==> src/inc/vlc_pkg.sv <==
/*
 * Package for the link control register bank: offsets, field positions,
 * reset values, timing counts and carrier structs.
 * Assumes one 125 MHz clock and a synchronous active-high reset.
 */
package vlc_pkg;

	// ------------------------------------------------------------
	// Register map
	// ------------------------------------------------------------
	localparam logic [3:0] VLC_ADDR_CONFIG = 4'h0;
	localparam logic [3:0] VLC_ADDR_XMIT = 4'h1;
	localparam logic [3:0] VLC_ADDR_STATUS = 4'h2;

	// Config/control fields
	localparam int VLC_CFG_TIME_BASE = 6;
	localparam int VLC_CFG_RATE_HI = 5;
	localparam int VLC_CFG_RATE_LO = 4;
	localparam int VLC_CFG_INT_EN = 1;
	localparam int VLC_CFG_WAIT_GATE = 0;
	localparam logic [7:0] VLC_CFG_RESET = 8'h00;

	// Transmit control fields
	localparam int VLC_XC_ANALOG_LOOPBACK = 7;
	localparam int VLC_XC_DIGITAL_LOOPBACK = 6;
	localparam int VLC_XC_FAST_RX = 5;
	localparam int VLC_XC_NB_FMT = 4;
	localparam int VLC_XC_EOD = 3;
	localparam int VLC_XC_SINGLE = 2;
	localparam int VLC_XC_MULTI_CRC = 1;
	localparam int VLC_XC_MULTI_PLAIN = 0;
	localparam logic [7:0] VLC_XC_RESET = 8'hC0;

	// Status fields
	localparam int VLC_ST_RATE_LOCK = 0;
	localparam int VLC_ST_RX_OK = 1;
	localparam int VLC_ST_TX_OK = 2;
	localparam int VLC_ST_TX_EMPTY = 3;

	// State vector value loaded on a received break
	localparam logic [15:0] VLC_SV_BREAK = 16'h001C;

	// ------------------------------------------------------------
	// Timing
	// ------------------------------------------------------------
	localparam int VLC_CLK_MHZ = 125;
	localparam int VLC_EOF_US = 280;
	localparam int VLC_IFS_US = 300;
	localparam int VLC_EOF_CYC = VLC_EOF_US * VLC_CLK_MHZ;
	localparam int VLC_IFS_CYC = VLC_IFS_US * VLC_CLK_MHZ;

	// Response request encoding
	typedef enum logic [1:0] {
		VLC_IFR_NONE,
		VLC_IFR_SINGLE,
		VLC_IFR_MULTI_CRC,
		VLC_IFR_MULTI_PLAIN
	} vlc_ifr_t;

	// Configuration seen by the protocol engine
	typedef struct packed {
		logic time_base_select;
		logic fast_receive_only;
		logic normalization_bit_crc;
		logic normalization_bit_plain;
		logic transmit_allowed;
		logic receive_allowed;
		logic end_of_data_request;
		vlc_ifr_t ifr_kind;
	} vlc_ctrl_t;

	// Events coming back from the protocol engine
	typedef struct packed {
		logic break_rx;
		logic first_crc_bit;
		logic eod_rx_valid;
		logic error;
		logic bus_idle;
		logic set_tx_empty;
	} vlc_evt_t;

endpackage

==> src/logic/vlc_link_ctrl.sv <==
/*
 * Link control register bank for a byte-oriented VPW network controller:
 * time base prescaler, interrupt gating, wait clock gating, loopback
 * routing with idle qualification, fast receive and response control.
 * Assumes a protocol engine on the same clock that supplies events and
 * digital transmit data, and a CPU port with one-cycle strobes.
 */
// Operation
// - Time base select tells symbol timing rate
// - Rate bits divide system clock 1/2/4/8
// - Rate bits writable once after reset
// - Enable gates run-mode interrupts, not wake-ups
// - Request held until all sources cleared
// - Wait gate stops clocks in wait mode
// - Analog loopback: bus not driven
// - After analog loopback, idle before traffic
// - Digital loopback routes transmit to receive
// - After digital loopback, idle before traffic
// - Fast receive: receive-only at 41.6 kbps
// - Break clears fast receive, loads vector
// - Normalization format picks NB polarity
// - End-of-data appends CRC after queued bytes
// - End-of-data clears transmit-empty at once
// - End-of-data self-clears on error, on CRC outside a response, on EOD inside one
// - Response requests priority encoded internally
// - Response requests read back as written
`timescale 1ns/1ps

module vlc_link_ctrl
	import vlc_pkg::*;
#(
	parameter int EOF_CYCLES = VLC_EOF_CYC,
	parameter int IFS_CYCLES = VLC_IFS_CYC
) (
	input wire logic ref_clk,
	input wire logic rst,
	input wire logic [3:0] reg_addr,
	input wire logic [7:0] reg_wdata,
	input wire logic reg_wr,
	input wire logic reg_rd,
	output logic [7:0] reg_rdata,
	input wire vlc_evt_t engine_evt,
	input wire logic in_ifr,
	input wire logic irq_sources,
	input wire logic wake_request,
	input wire logic cpu_wait,
	input wire logic digital_transmit_out,
	input wire logic bus_rx_pin,
	output logic digital_receive_in,
	output logic bus_tx_pin,
	output logic bus_tx_oe,
	output logic time_base_tick,
	output logic engine_clk_en,
	output logic irq_req,
	output logic sv_load,
	output logic [15:0] sv_load_value,
	output vlc_ctrl_t ctrl
);

	// ------------------------------------------------------------
	// Decode helpers
	// ------------------------------------------------------------
	function automatic logic hit(input logic [3:0] a, input logic [3:0] r, input logic s);
		return s && (a == r);
	endfunction

	// Priority encode response requests, single outranks the others
	function automatic vlc_ifr_t ifr_encode(input logic [2:0] req);
		if (req[2]) begin
			return VLC_IFR_SINGLE;
		end else if (req[1]) begin
			return VLC_IFR_MULTI_CRC;
		end else if (req[0]) begin
			return VLC_IFR_MULTI_PLAIN;
		end
		return VLC_IFR_NONE;
	endfunction

	localparam int IDLE_W = $clog2(IFS_CYCLES + 1);

	logic [7:0] cfg_q, cfg_d;
	logic [7:0] xc_q, xc_d;
	logic rate_lock_q, rate_lock_d;
	logic [2:0] div_q, div_d;
	logic tick_q, tick_d;
	logic rx_meta_q, rx_sync_q;
	logic [IDLE_W-1:0] idle_cnt_q, idle_cnt_d;
	logic qual_q, qual_d;
	logic rx_ok_q, rx_ok_d;
	logic tx_ok_q, tx_ok_d;
	logic irq_q, irq_d;
	logic sv_load_q, sv_load_d;
	logic [7:0] rdata_q, rdata_d;
	logic wr_cfg, wr_xc, loop_clear, bus_level;

	assign wr_cfg = hit(reg_addr, VLC_ADDR_CONFIG, reg_wr);
	assign wr_xc = hit(reg_addr, VLC_ADDR_XMIT, reg_wr);

	// ------------------------------------------------------------
	// Configuration register
	// ------------------------------------------------------------
	// Rate bits freeze after the first write; other fields stay writable
	always_comb begin
		cfg_d = cfg_q;
		rate_lock_d = rate_lock_q;
		if (wr_cfg) begin
			cfg_d[VLC_CFG_TIME_BASE] = reg_wdata[VLC_CFG_TIME_BASE];
			cfg_d[VLC_CFG_INT_EN] = reg_wdata[VLC_CFG_INT_EN];
			cfg_d[VLC_CFG_WAIT_GATE] = reg_wdata[VLC_CFG_WAIT_GATE];
			if (!rate_lock_q) begin
				cfg_d[VLC_CFG_RATE_HI] = reg_wdata[VLC_CFG_RATE_HI];
				cfg_d[VLC_CFG_RATE_LO] = reg_wdata[VLC_CFG_RATE_LO];
				rate_lock_d = 1'b1;
			end
		end
	end

	always_ff @(posedge ref_clk) begin
		if (rst) begin
			cfg_q <= VLC_CFG_RESET;
			rate_lock_q <= 1'b0;
		end else begin
			cfg_q <= cfg_d;
			rate_lock_q <= rate_lock_d;
		end
	end

	// ------------------------------------------------------------
	// Time base prescaler
	// ------------------------------------------------------------
	// A strobe rather than a derived clock keeps one clock tree
	always_comb begin
		logic [2:0] lim;
		lim = 3'h0;
		case ({cfg_q[VLC_CFG_RATE_HI], cfg_q[VLC_CFG_RATE_LO]})
			2'h0: lim = 3'h0;
			2'h1: lim = 3'h1;
			2'h2: lim = 3'h3;
			2'h3: lim = 3'h7;
			default: lim = 3'h0;
		endcase
		div_d = div_q;
		tick_d = 1'b0;
		if (engine_clk_en) begin
			if (div_q >= lim) begin
				div_d = 3'h0;
				tick_d = 1'b1;
			end else begin
				div_d = div_q + 3'h1;
			end
		end
	end

	always_ff @(posedge ref_clk) begin
		if (rst) begin
			div_q <= 3'h0;
			tick_q <= 1'b0;
		end else begin
			div_q <= div_d;
			tick_q <= tick_d;
		end
	end

	assign time_base_tick = tick_q;
	// Wait gate stops the engine clock enable while the CPU waits
	assign engine_clk_en = !(cpu_wait && cfg_q[VLC_CFG_WAIT_GATE]);

	// ------------------------------------------------------------
	// Transmit control register
	// ------------------------------------------------------------
	// Hardware clears take effect unless the same cycle writes a one
	always_comb begin
		xc_d = xc_q;
		if (wr_xc) begin
			xc_d = reg_wdata;
		end
		if (engine_evt.break_rx && !(wr_xc && reg_wdata[VLC_XC_FAST_RX])) begin
			xc_d[VLC_XC_FAST_RX] = 1'b0;
		end
		if (!(wr_xc && reg_wdata[VLC_XC_EOD])) begin
			if (engine_evt.error) begin
				xc_d[VLC_XC_EOD] = 1'b0;
			end else if (in_ifr ? engine_evt.eod_rx_valid : engine_evt.first_crc_bit) begin
				xc_d[VLC_XC_EOD] = 1'b0;
			end
		end
	end

	always_ff @(posedge ref_clk) begin
		if (rst) begin
			xc_q <= VLC_XC_RESET;
		end else begin
			xc_q <= xc_d;
		end
	end

	// ------------------------------------------------------------
	// Bus routing and loopback
	// ------------------------------------------------------------
	always_ff @(posedge ref_clk) begin
		if (rst) begin
			rx_meta_q <= 1'b1;
			rx_sync_q <= 1'b1;
		end else begin
			rx_meta_q <= bus_rx_pin;
			rx_sync_q <= rx_meta_q;
		end
	end

	// Digital loopback feeds transmit straight back, bus ignored
	assign bus_level = xc_q[VLC_XC_DIGITAL_LOOPBACK] ? digital_transmit_out : rx_sync_q;
	// Analog loopback: the transceiver loops back, its drive stays off
	assign bus_tx_oe = !xc_q[VLC_XC_ANALOG_LOOPBACK] && !xc_q[VLC_XC_DIGITAL_LOOPBACK];
	// Transceiver still needs the data in analog loop, or its echo is empty
	assign bus_tx_pin = digital_transmit_out & !xc_q[VLC_XC_DIGITAL_LOOPBACK];

	always_ff @(posedge ref_clk) begin
		if (rst) begin
			digital_receive_in <= 1'b1;
		end else begin
			digital_receive_in <= bus_level;
		end
	end

	// ------------------------------------------------------------
	// Idle qualification after loopback exit
	// ------------------------------------------------------------
	// Passive level counts as idle; any activity restarts the count
	assign loop_clear = wr_xc && ((xc_q[VLC_XC_ANALOG_LOOPBACK] && !reg_wdata[VLC_XC_ANALOG_LOOPBACK])
		|| (xc_q[VLC_XC_DIGITAL_LOOPBACK] && !reg_wdata[VLC_XC_DIGITAL_LOOPBACK]));

	always_comb begin
		idle_cnt_d = idle_cnt_q;
		qual_d = qual_q;
		rx_ok_d = rx_ok_q;
		tx_ok_d = tx_ok_q;
		if (loop_clear) begin
			qual_d = 1'b1;
			rx_ok_d = 1'b0;
			tx_ok_d = 1'b0;
			idle_cnt_d = '0;
		end else if (qual_q) begin
			if (!engine_evt.bus_idle) begin
				idle_cnt_d = '0;
			end else if (idle_cnt_q < IDLE_W'(IFS_CYCLES)) begin
				idle_cnt_d = idle_cnt_q + 1'b1;
			end
			if (idle_cnt_q >= IDLE_W'(EOF_CYCLES - 1) && engine_evt.bus_idle) begin
				rx_ok_d = 1'b1;
			end
			if (idle_cnt_q >= IDLE_W'(IFS_CYCLES - 1) && engine_evt.bus_idle) begin
				tx_ok_d = 1'b1;
				qual_d = 1'b0;
			end
		end
	end

	always_ff @(posedge ref_clk) begin
		if (rst) begin
			idle_cnt_q <= '0;
			qual_q <= 1'b0;
			rx_ok_q <= 1'b1;
			tx_ok_q <= 1'b1;
		end else begin
			idle_cnt_q <= idle_cnt_d;
			qual_q <= qual_d;
			rx_ok_q <= rx_ok_d;
			tx_ok_q <= tx_ok_d;
		end
	end

	// ------------------------------------------------------------
	// Interrupt request and state vector load
	// ------------------------------------------------------------
	// Held while any source stays active; wake-ups bypass the enable
	always_comb begin
		irq_d = (irq_sources && cfg_q[VLC_CFG_INT_EN]) || wake_request;
		sv_load_d = engine_evt.break_rx;
	end

	always_ff @(posedge ref_clk) begin
		if (rst) begin
			irq_q <= 1'b0;
			sv_load_q <= 1'b0;
		end else begin
			irq_q <= irq_d;
			sv_load_q <= sv_load_d;
		end
	end

	assign irq_req = irq_q;
	assign sv_load = sv_load_q;
	assign sv_load_value = VLC_SV_BREAK;

	// ------------------------------------------------------------
	// Control bundle to the protocol engine
	// ------------------------------------------------------------
	always_comb begin
		ctrl.time_base_select = cfg_q[VLC_CFG_TIME_BASE];
		ctrl.fast_receive_only = xc_q[VLC_XC_FAST_RX];
		ctrl.normalization_bit_crc = !xc_q[VLC_XC_NB_FMT];
		ctrl.normalization_bit_plain = xc_q[VLC_XC_NB_FMT];
		// Fast receive mode never transmits
		ctrl.transmit_allowed = tx_ok_q && !xc_q[VLC_XC_FAST_RX] && bus_tx_oe;
		ctrl.receive_allowed = rx_ok_q;
		ctrl.end_of_data_request = xc_q[VLC_XC_EOD];
		ctrl.ifr_kind = ifr_encode(xc_q[2:0]);
	end

	// ------------------------------------------------------------
	// Read port
	// ------------------------------------------------------------
	// Unmapped addresses read as zero
	always_comb begin
		rdata_d = 8'h00;
		if (reg_rd) begin
			case (reg_addr)
				VLC_ADDR_CONFIG: rdata_d = cfg_q & 8'h73;
				VLC_ADDR_XMIT: rdata_d = xc_q;
				VLC_ADDR_STATUS: begin
					rdata_d[VLC_ST_RATE_LOCK] = rate_lock_q;
					rdata_d[VLC_ST_RX_OK] = rx_ok_q;
					rdata_d[VLC_ST_TX_OK] = tx_ok_q;
					rdata_d[VLC_ST_TX_EMPTY] = engine_evt.set_tx_empty && !xc_q[VLC_XC_EOD];
				end
				default: rdata_d = 8'h00;
			endcase
		end
	end

	always_ff @(posedge ref_clk) begin
		if (rst) begin
			rdata_q <= 8'h00;
		end else begin
			rdata_q <= rdata_d;
		end
	end

	assign reg_rdata = rdata_q;
endmodule // vlc_link_ctrl

==> config.mk <==
export PLATFORM = sky130hd
export DESIGN_NAME = vlc_link_ctrl
export DESIGN_NICKNAME = d
export VERILOG_FILES = /design/src/inc/vlc_pkg.sv /design/src/logic/vlc_link_ctrl.sv
export SDC_FILE = /design/constraint.sdc
export NUM_CORES = 1
export LEC_CHECK = 0
export ABC_AREA = 1
export BUFFER_PORTS_ARGS = -buffer_cell sky130_fd_sc_hd__buf_2
export CAP_MARGIN = 10
export CORE_MARGIN = 3
export CORE_UTILIZATION = 50
export CTS_BUF_LIST = sky130_fd_sc_hd__clkbuf_8
export CTS_CLUSTER_DIAMETER = 60
export DETAILED_ROUTE_END_ITERATION = 7
export GPL_ROUTABILITY_DRIVEN = 0
export PLACE_DENSITY = 0.78
export SETUP_SLACK_MARGIN = 0.1
export SLEW_MARGIN = 20
export SYNTH_ARGS = -nofsm -noshare
export SYNTH_HDL_FRONTEND = slang
export SYNTH_SLANG_ARGS = --single-unit
==> constraint.sdc <==
create_clock -name ref_clk -period 1.49 [get_ports ref_clk]
set_clock_uncertainty 0.05 [all_clocks]
set_input_delay 0.2235 -clock ref_clk [delete_from_list [all_inputs] [get_ports ref_clk]]
set_output_delay 0.2235 -clock ref_clk [all_outputs]
set_load 0.01 [all_outputs]
Word level (Yosys, flattened, before mapping)
Index checks and enable logic that the tools add are counted.

Multiply operators: 0. Mux-type cells: 29. Magnitude comparators: 4. Equal/unequal tests: 6. Reductions and logical operators: 40. Add/sub/neg operators: 2. Bitwise operators: 3. Div/mod/pow operators: 0. Shift operators: 0.

Operators with widths (count): 16-bit >= comparator, second input constant (2); 16-bit 2-to-1 mux (2); 1-bit 2-to-1 mux (18); 16-bit by 1-bit adder with 16-bit output, second input constant (1); 1-bit logical AND (16); 16-bit less-than comparator, second input constant (1); 3-bit case mux with 4 select lines (1); 4-bit case mux with 3 select lines (1); 1-bit logical NOT (9); 2-bit 2-to-1 mux (4); 4-bit case mux with 2 select lines (1); 2-bit AND reduction (4); 2-bit OR reduction (4); 2-bit nonzero test (3); 2-bit == test, second input constant (2); 4-bit by 1-bit == test with 1-bit output, second input constant (1); 4-bit by 2-bit == test with 1-bit output, second input constant (1); 4-bit logical NOT (1); 4-bit 2-to-1 mux (1); 3-bit by 1-bit adder with 3-bit output, second input constant (1); 3-bit >= comparator (1); 3-bit 2-to-1 mux (1); 2-bit by 1-bit == test with 1-bit output, second input constant (1); 2-bit logical NOT (1); other kinds (4) (6).

Latch bits: 0. Memories: 0. RAM bits: 0. Logic and storage cells: 102. Memory bits (read-only): 0. Output and inout port bits: 40. Input port bits: 28. Register bits after elaboration: 50.

Logic depth before layout (Yosys ltp)
Depth in word-level cells: 6. Mapped depth: 11. Mapped depth without buffers: 11.

Least setup slack after synthesis
No wires, ideal clock.

Kind: register to register. Start: reg idle_cnt_q[0]. End: reg idle_cnt_q[10]. Slack: 49 ps. Data required time: 1374 ps. Clock period less this slack: 1441 ps. Cell stages (with the launch flop): 10. Library setup time: 66 ps. Buffers on the path: 0. Arrival: 1325 ps. Cells stage by stage: dfxtp_1 ha_1 nand3_1 inv_1 nand2_1 o21ai_0 nand2_1 nor2_1 nand2_1 a21oi_2.

Longest elaborated chain between the ends: 3. Elaborated cells on any way between the ends: 6. Those cells by class: add/sub (1); order compare (1); eq/ne (1); mux (2); reduce/logical (1).

Ends and longest elaborated chain: start: declaration (RTL line vlc_link_ctrl.sv:87) `logic [IDLE_W-1:0] idle_cnt_q, idle_cnt_d;`; start signal: assignment (RTL line vlc_link_ctrl.sv:265) `idle_cnt_q <= idle_cnt_d;`; 16-bit by 1-bit adder with 16-bit output / 16-bit less-than comparator (equally long branches) (RTL line vlc_link_ctrl.sv:246, vlc_link_ctrl.sv:245); 16-bit 2-to-1 mux / 2-bit by 1-bit != test with 1-bit output (equally long branches); 16-bit 2-to-1 mux / 2-bit AND reduction (equally long branches).

Parallel ways exist; a longest one is shown, timed or not. The select of a mux whose other input is x is not followed. A chain may end at the register's enable or synchronous reset.

Worst setup path after layout
Start: reg idle_cnt_q[0]. End: reg tx_ok_q.

Longest elaborated chain between the ends: 4.

Ends and longest elaborated chain: 16-bit >= comparator (RTL line vlc_link_ctrl.sv:251) `if (idle_cnt_q >= IDLE_W'(IFS_CYCLES - 1) && engine_evt.bus_idle) begin`; 1-bit logical AND (RTL line vlc_link_ctrl.sv:251); 2-bit nonzero test (no line); 2-bit AND reduction (no line); end signal: assignment (RTL line vlc_link_ctrl.sv:268) `tx_ok_q <= tx_ok_d;`; end: declaration (RTL line vlc_link_ctrl.sv:90) `logic tx_ok_q, tx_ok_d;`.

Every way passes these cells.

==> impl_metrics.ini <==
[clocking]
clk_latency_ns = 0.31
clock-root-buffer = clkbuf_8
cts_buffer_depth = 2
htreeDepth = 2
path_clk_slew_ns = 0.10
cts_sinks = 50
cts_tree = yes
cts_hold_buf = 0
cts_buffers = 5

[power_and_ir_drop]
leakage_nw = 1.68
power_density_nw_per_um2 = 639
ir_drop_mv = 0.612

[detailed_routing]
antenna_left = 0
totalWireLength_mm = 8.56
drtIter0Drc = 318
wl_per_cell_um = 15.0
dr_total_vias = 3091
dr.pass1.iters = 6
vias_per_cell = 5.41
drc = 0

[synthesis]
synth_cell_types = 34
yosysWarningCount = 0
synth_seq_cells = 50
synth_ff_type = dfxtp_1
seq_area_frac_synth_pct = 35.6
postSynth.asyncResetShare_pct = 0
netlist_area_um2 = 2810
netlist_instances = 414
synth_edf_count = 0
avgSynthCellArea_um2 = 6.79

[die]
io_pins = 68
dieArea_um2 = 6560
start_util_pct = 53.3
fp.dieH_um = 81.0
rows = 26
die_x_um = 81.0
core_area_um2 = 5270

[layout]
area_growth_pct = 36.0
design_area_um2 = 3820
fillers = 393
mostFrequentLayoutCells = nand2_1, buf_2, inv_1
drive_above_1_share_pct = 42.1
nets = 533
post-route-util_pct = 72.6
n_antenna_cell = 0
stdcell_count = 571
layout_commonest_cell = nand2_1

[outcome]
violations = negative setup slack
status = complete, but fails checks

[timing]
setup_viol = 6
maxSlewViolCount = 0
finalSetupTns_ns = -0.145
clock.fmax_ghz = 0.642
relSlewSlack_pct = 66.5
fin_crit_sh_pct = 105
setup_slack_ns = -0.0681
grt_setup_unrepaired = true
hold_violations = 0
fin_crit_ns = 1.56
worst_pin_slew_ns = 0.502

[critical_path]
cp_max_fo = 4
cp.arrival_ns = 1.69
path_class = reg2reg
worstSetupStartpointType = flop
r2r_cells = 9
worst_setup_path_end_kind = flop
cp_data_required_time_ns = 1.63

[placement]
dp_hpwl_mm = 5.29
dp.cells = 549
io_buffers = 51
postPlaceCellArea_um2 = 3250

[grt]
grt_pass1_wl_mm = 12.7
grt_start_max_net_pins = 17
grt-ovfl-total = 0
grt_pass1_vias = 2805
grt_usage_pct = 24.4
antenna_found_initial = 0

[run]
max_cap_viol_count = 0

[hold_path]
min_path_cells = 2
hold_path.class = in2reg
==> sequential cells by signal (all words and copies together) (netlist names), 3 cells and up <==
| signal | count |
|---|---|
| div_q | 3 |
| cfg_q | 5 |
| xc_q | 8 |
| reg_rdata | 8 |
| idle_cnt_q | 16 |
==> metrics by stage <==
step / power, mW / setup WS, ns / hold slack [ns]
6_report: 2.44 / -0.0681 / 0.0425
5_1_grt: 2.54 / -0.0802 / 0.0366
4_1_cts: 2.44 / 0.0331 / 0.0383
3_5_place_dp: 1.60 / -0.0193 / 0.353
3_3_place_gp: 1.59 / 0.0250 / 0.348
2_1_floorplan: 1.54 / 0.102 / 0.277
==> cell type report <==
cell class,count,area (um^2),area share (%)
inverter,50,198,5.17
tap,70,87.6,2.29
sequential,50,1040,27.3
clock inverter,2,16.3,0.425
multi-input combinational,300,1770,46.4
timing repair inverter,1,8.76,0.229
clock buffer,6,82.6,2.16
timing repair buffer,92,614,16.1
==> per-layer routing <==
layer,up-vias,GRT usage (%),share of wire [%]
met2,167,41.1,48
met5,-,0,0
met3,48,4.88,8.2
met4,0,8.28,3.7
met1,1421,31.2,40
li1,1455,-,-
==> cell families after synthesis <==
logic type | synth area share [%]
adders and majority gates | 2.23
buffers and inverters | 14.7
other | 0.267
xor gates and xnor gates | 1.25
AOI/OAI and AO/OA | 14.2
and+or+nand+nor | 31.7
DFF | 35.6
==> report_power, final <==
| part | total, mW | switching [mW] | leakage, nW | internal, mW |
|---|---|---|---|---|
| Combinational | 0.222 | 0.142 | 1.22 | 0.0806 |
| Sequential | 1.36 | 0.0117 | 0.416 | 1.34 |
| Clock | 0.863 | 0.480 | 0.0478 | 0.383 |
| Total | 2.44 | 0.633 | 1.68 | 1.81 |
==> path summary, 6_finish.rpt <==
path	endpoint	from	slack [ns]
max	tx_ok_q$_SDFFE_PP1P_	idle_cnt_q[0]$_SDFFE_PP0P_	-0.07
min	rx_meta_q$_SDFF_PP1_	bus_rx_pin	0.04
max reg2reg	tx_ok_q$_SDFFE_PP1P_	idle_cnt_q[0]$_SDFFE_PP0P_	-0.07
min reg2reg	rx_sync_q$_SDFF_PP1_	rx_meta_q$_SDFF_PP1_	0.38
==> cells in the mapped netlist, types with 2 or more instances <==
cell,n,area share (%)
xor2_1,4,1.2
inv_1,49,6.5
dfxtp_1,50,36
or2_2,3,0.67
nand2_2,5,1.1
a21oi_1,32,5.7
a21oi_2,10,3.1
buf_6,2,0.80
o211ai_1,5,1.3
ha_1,5,2.2
nand3_1,14,2.5
nor3_1,5,0.89
o21ai_0,13,2.3
nand2_1,119,16
nor2_4,2,0.80
nor2_1,45,6.0
nor2_2,2,0.44
o21ai_1,2,0.36
nand4_1,6,1.3
o221ai_1,2,0.62
conb_1,2,0.27
buf_4,21,5.6
clkbuf_1,4,0.53
nor4_1,2,0.44
==> worst max-delay path, stage by stage, from the launching register on <==
cell	delay [ns]
dfxtp_2	0.35
ha_4	0.17
o21ai_0	0.22
o21ai_1	0.16
nand2_1	0.09
nand2_1	0.07
nand3_1	0.09
nand2_1	0.10
nand2_1	0.09
nand2_1	0.06
==> what timing repair did <==
item,CTS,global route
buffers inserted,10,2
resized for setup,57,60
pin swaps,21,23
gates cloned,2,0
endpoints found under the setup margin,21,23
Note: power is estimated with default switching activity, not from simulation.
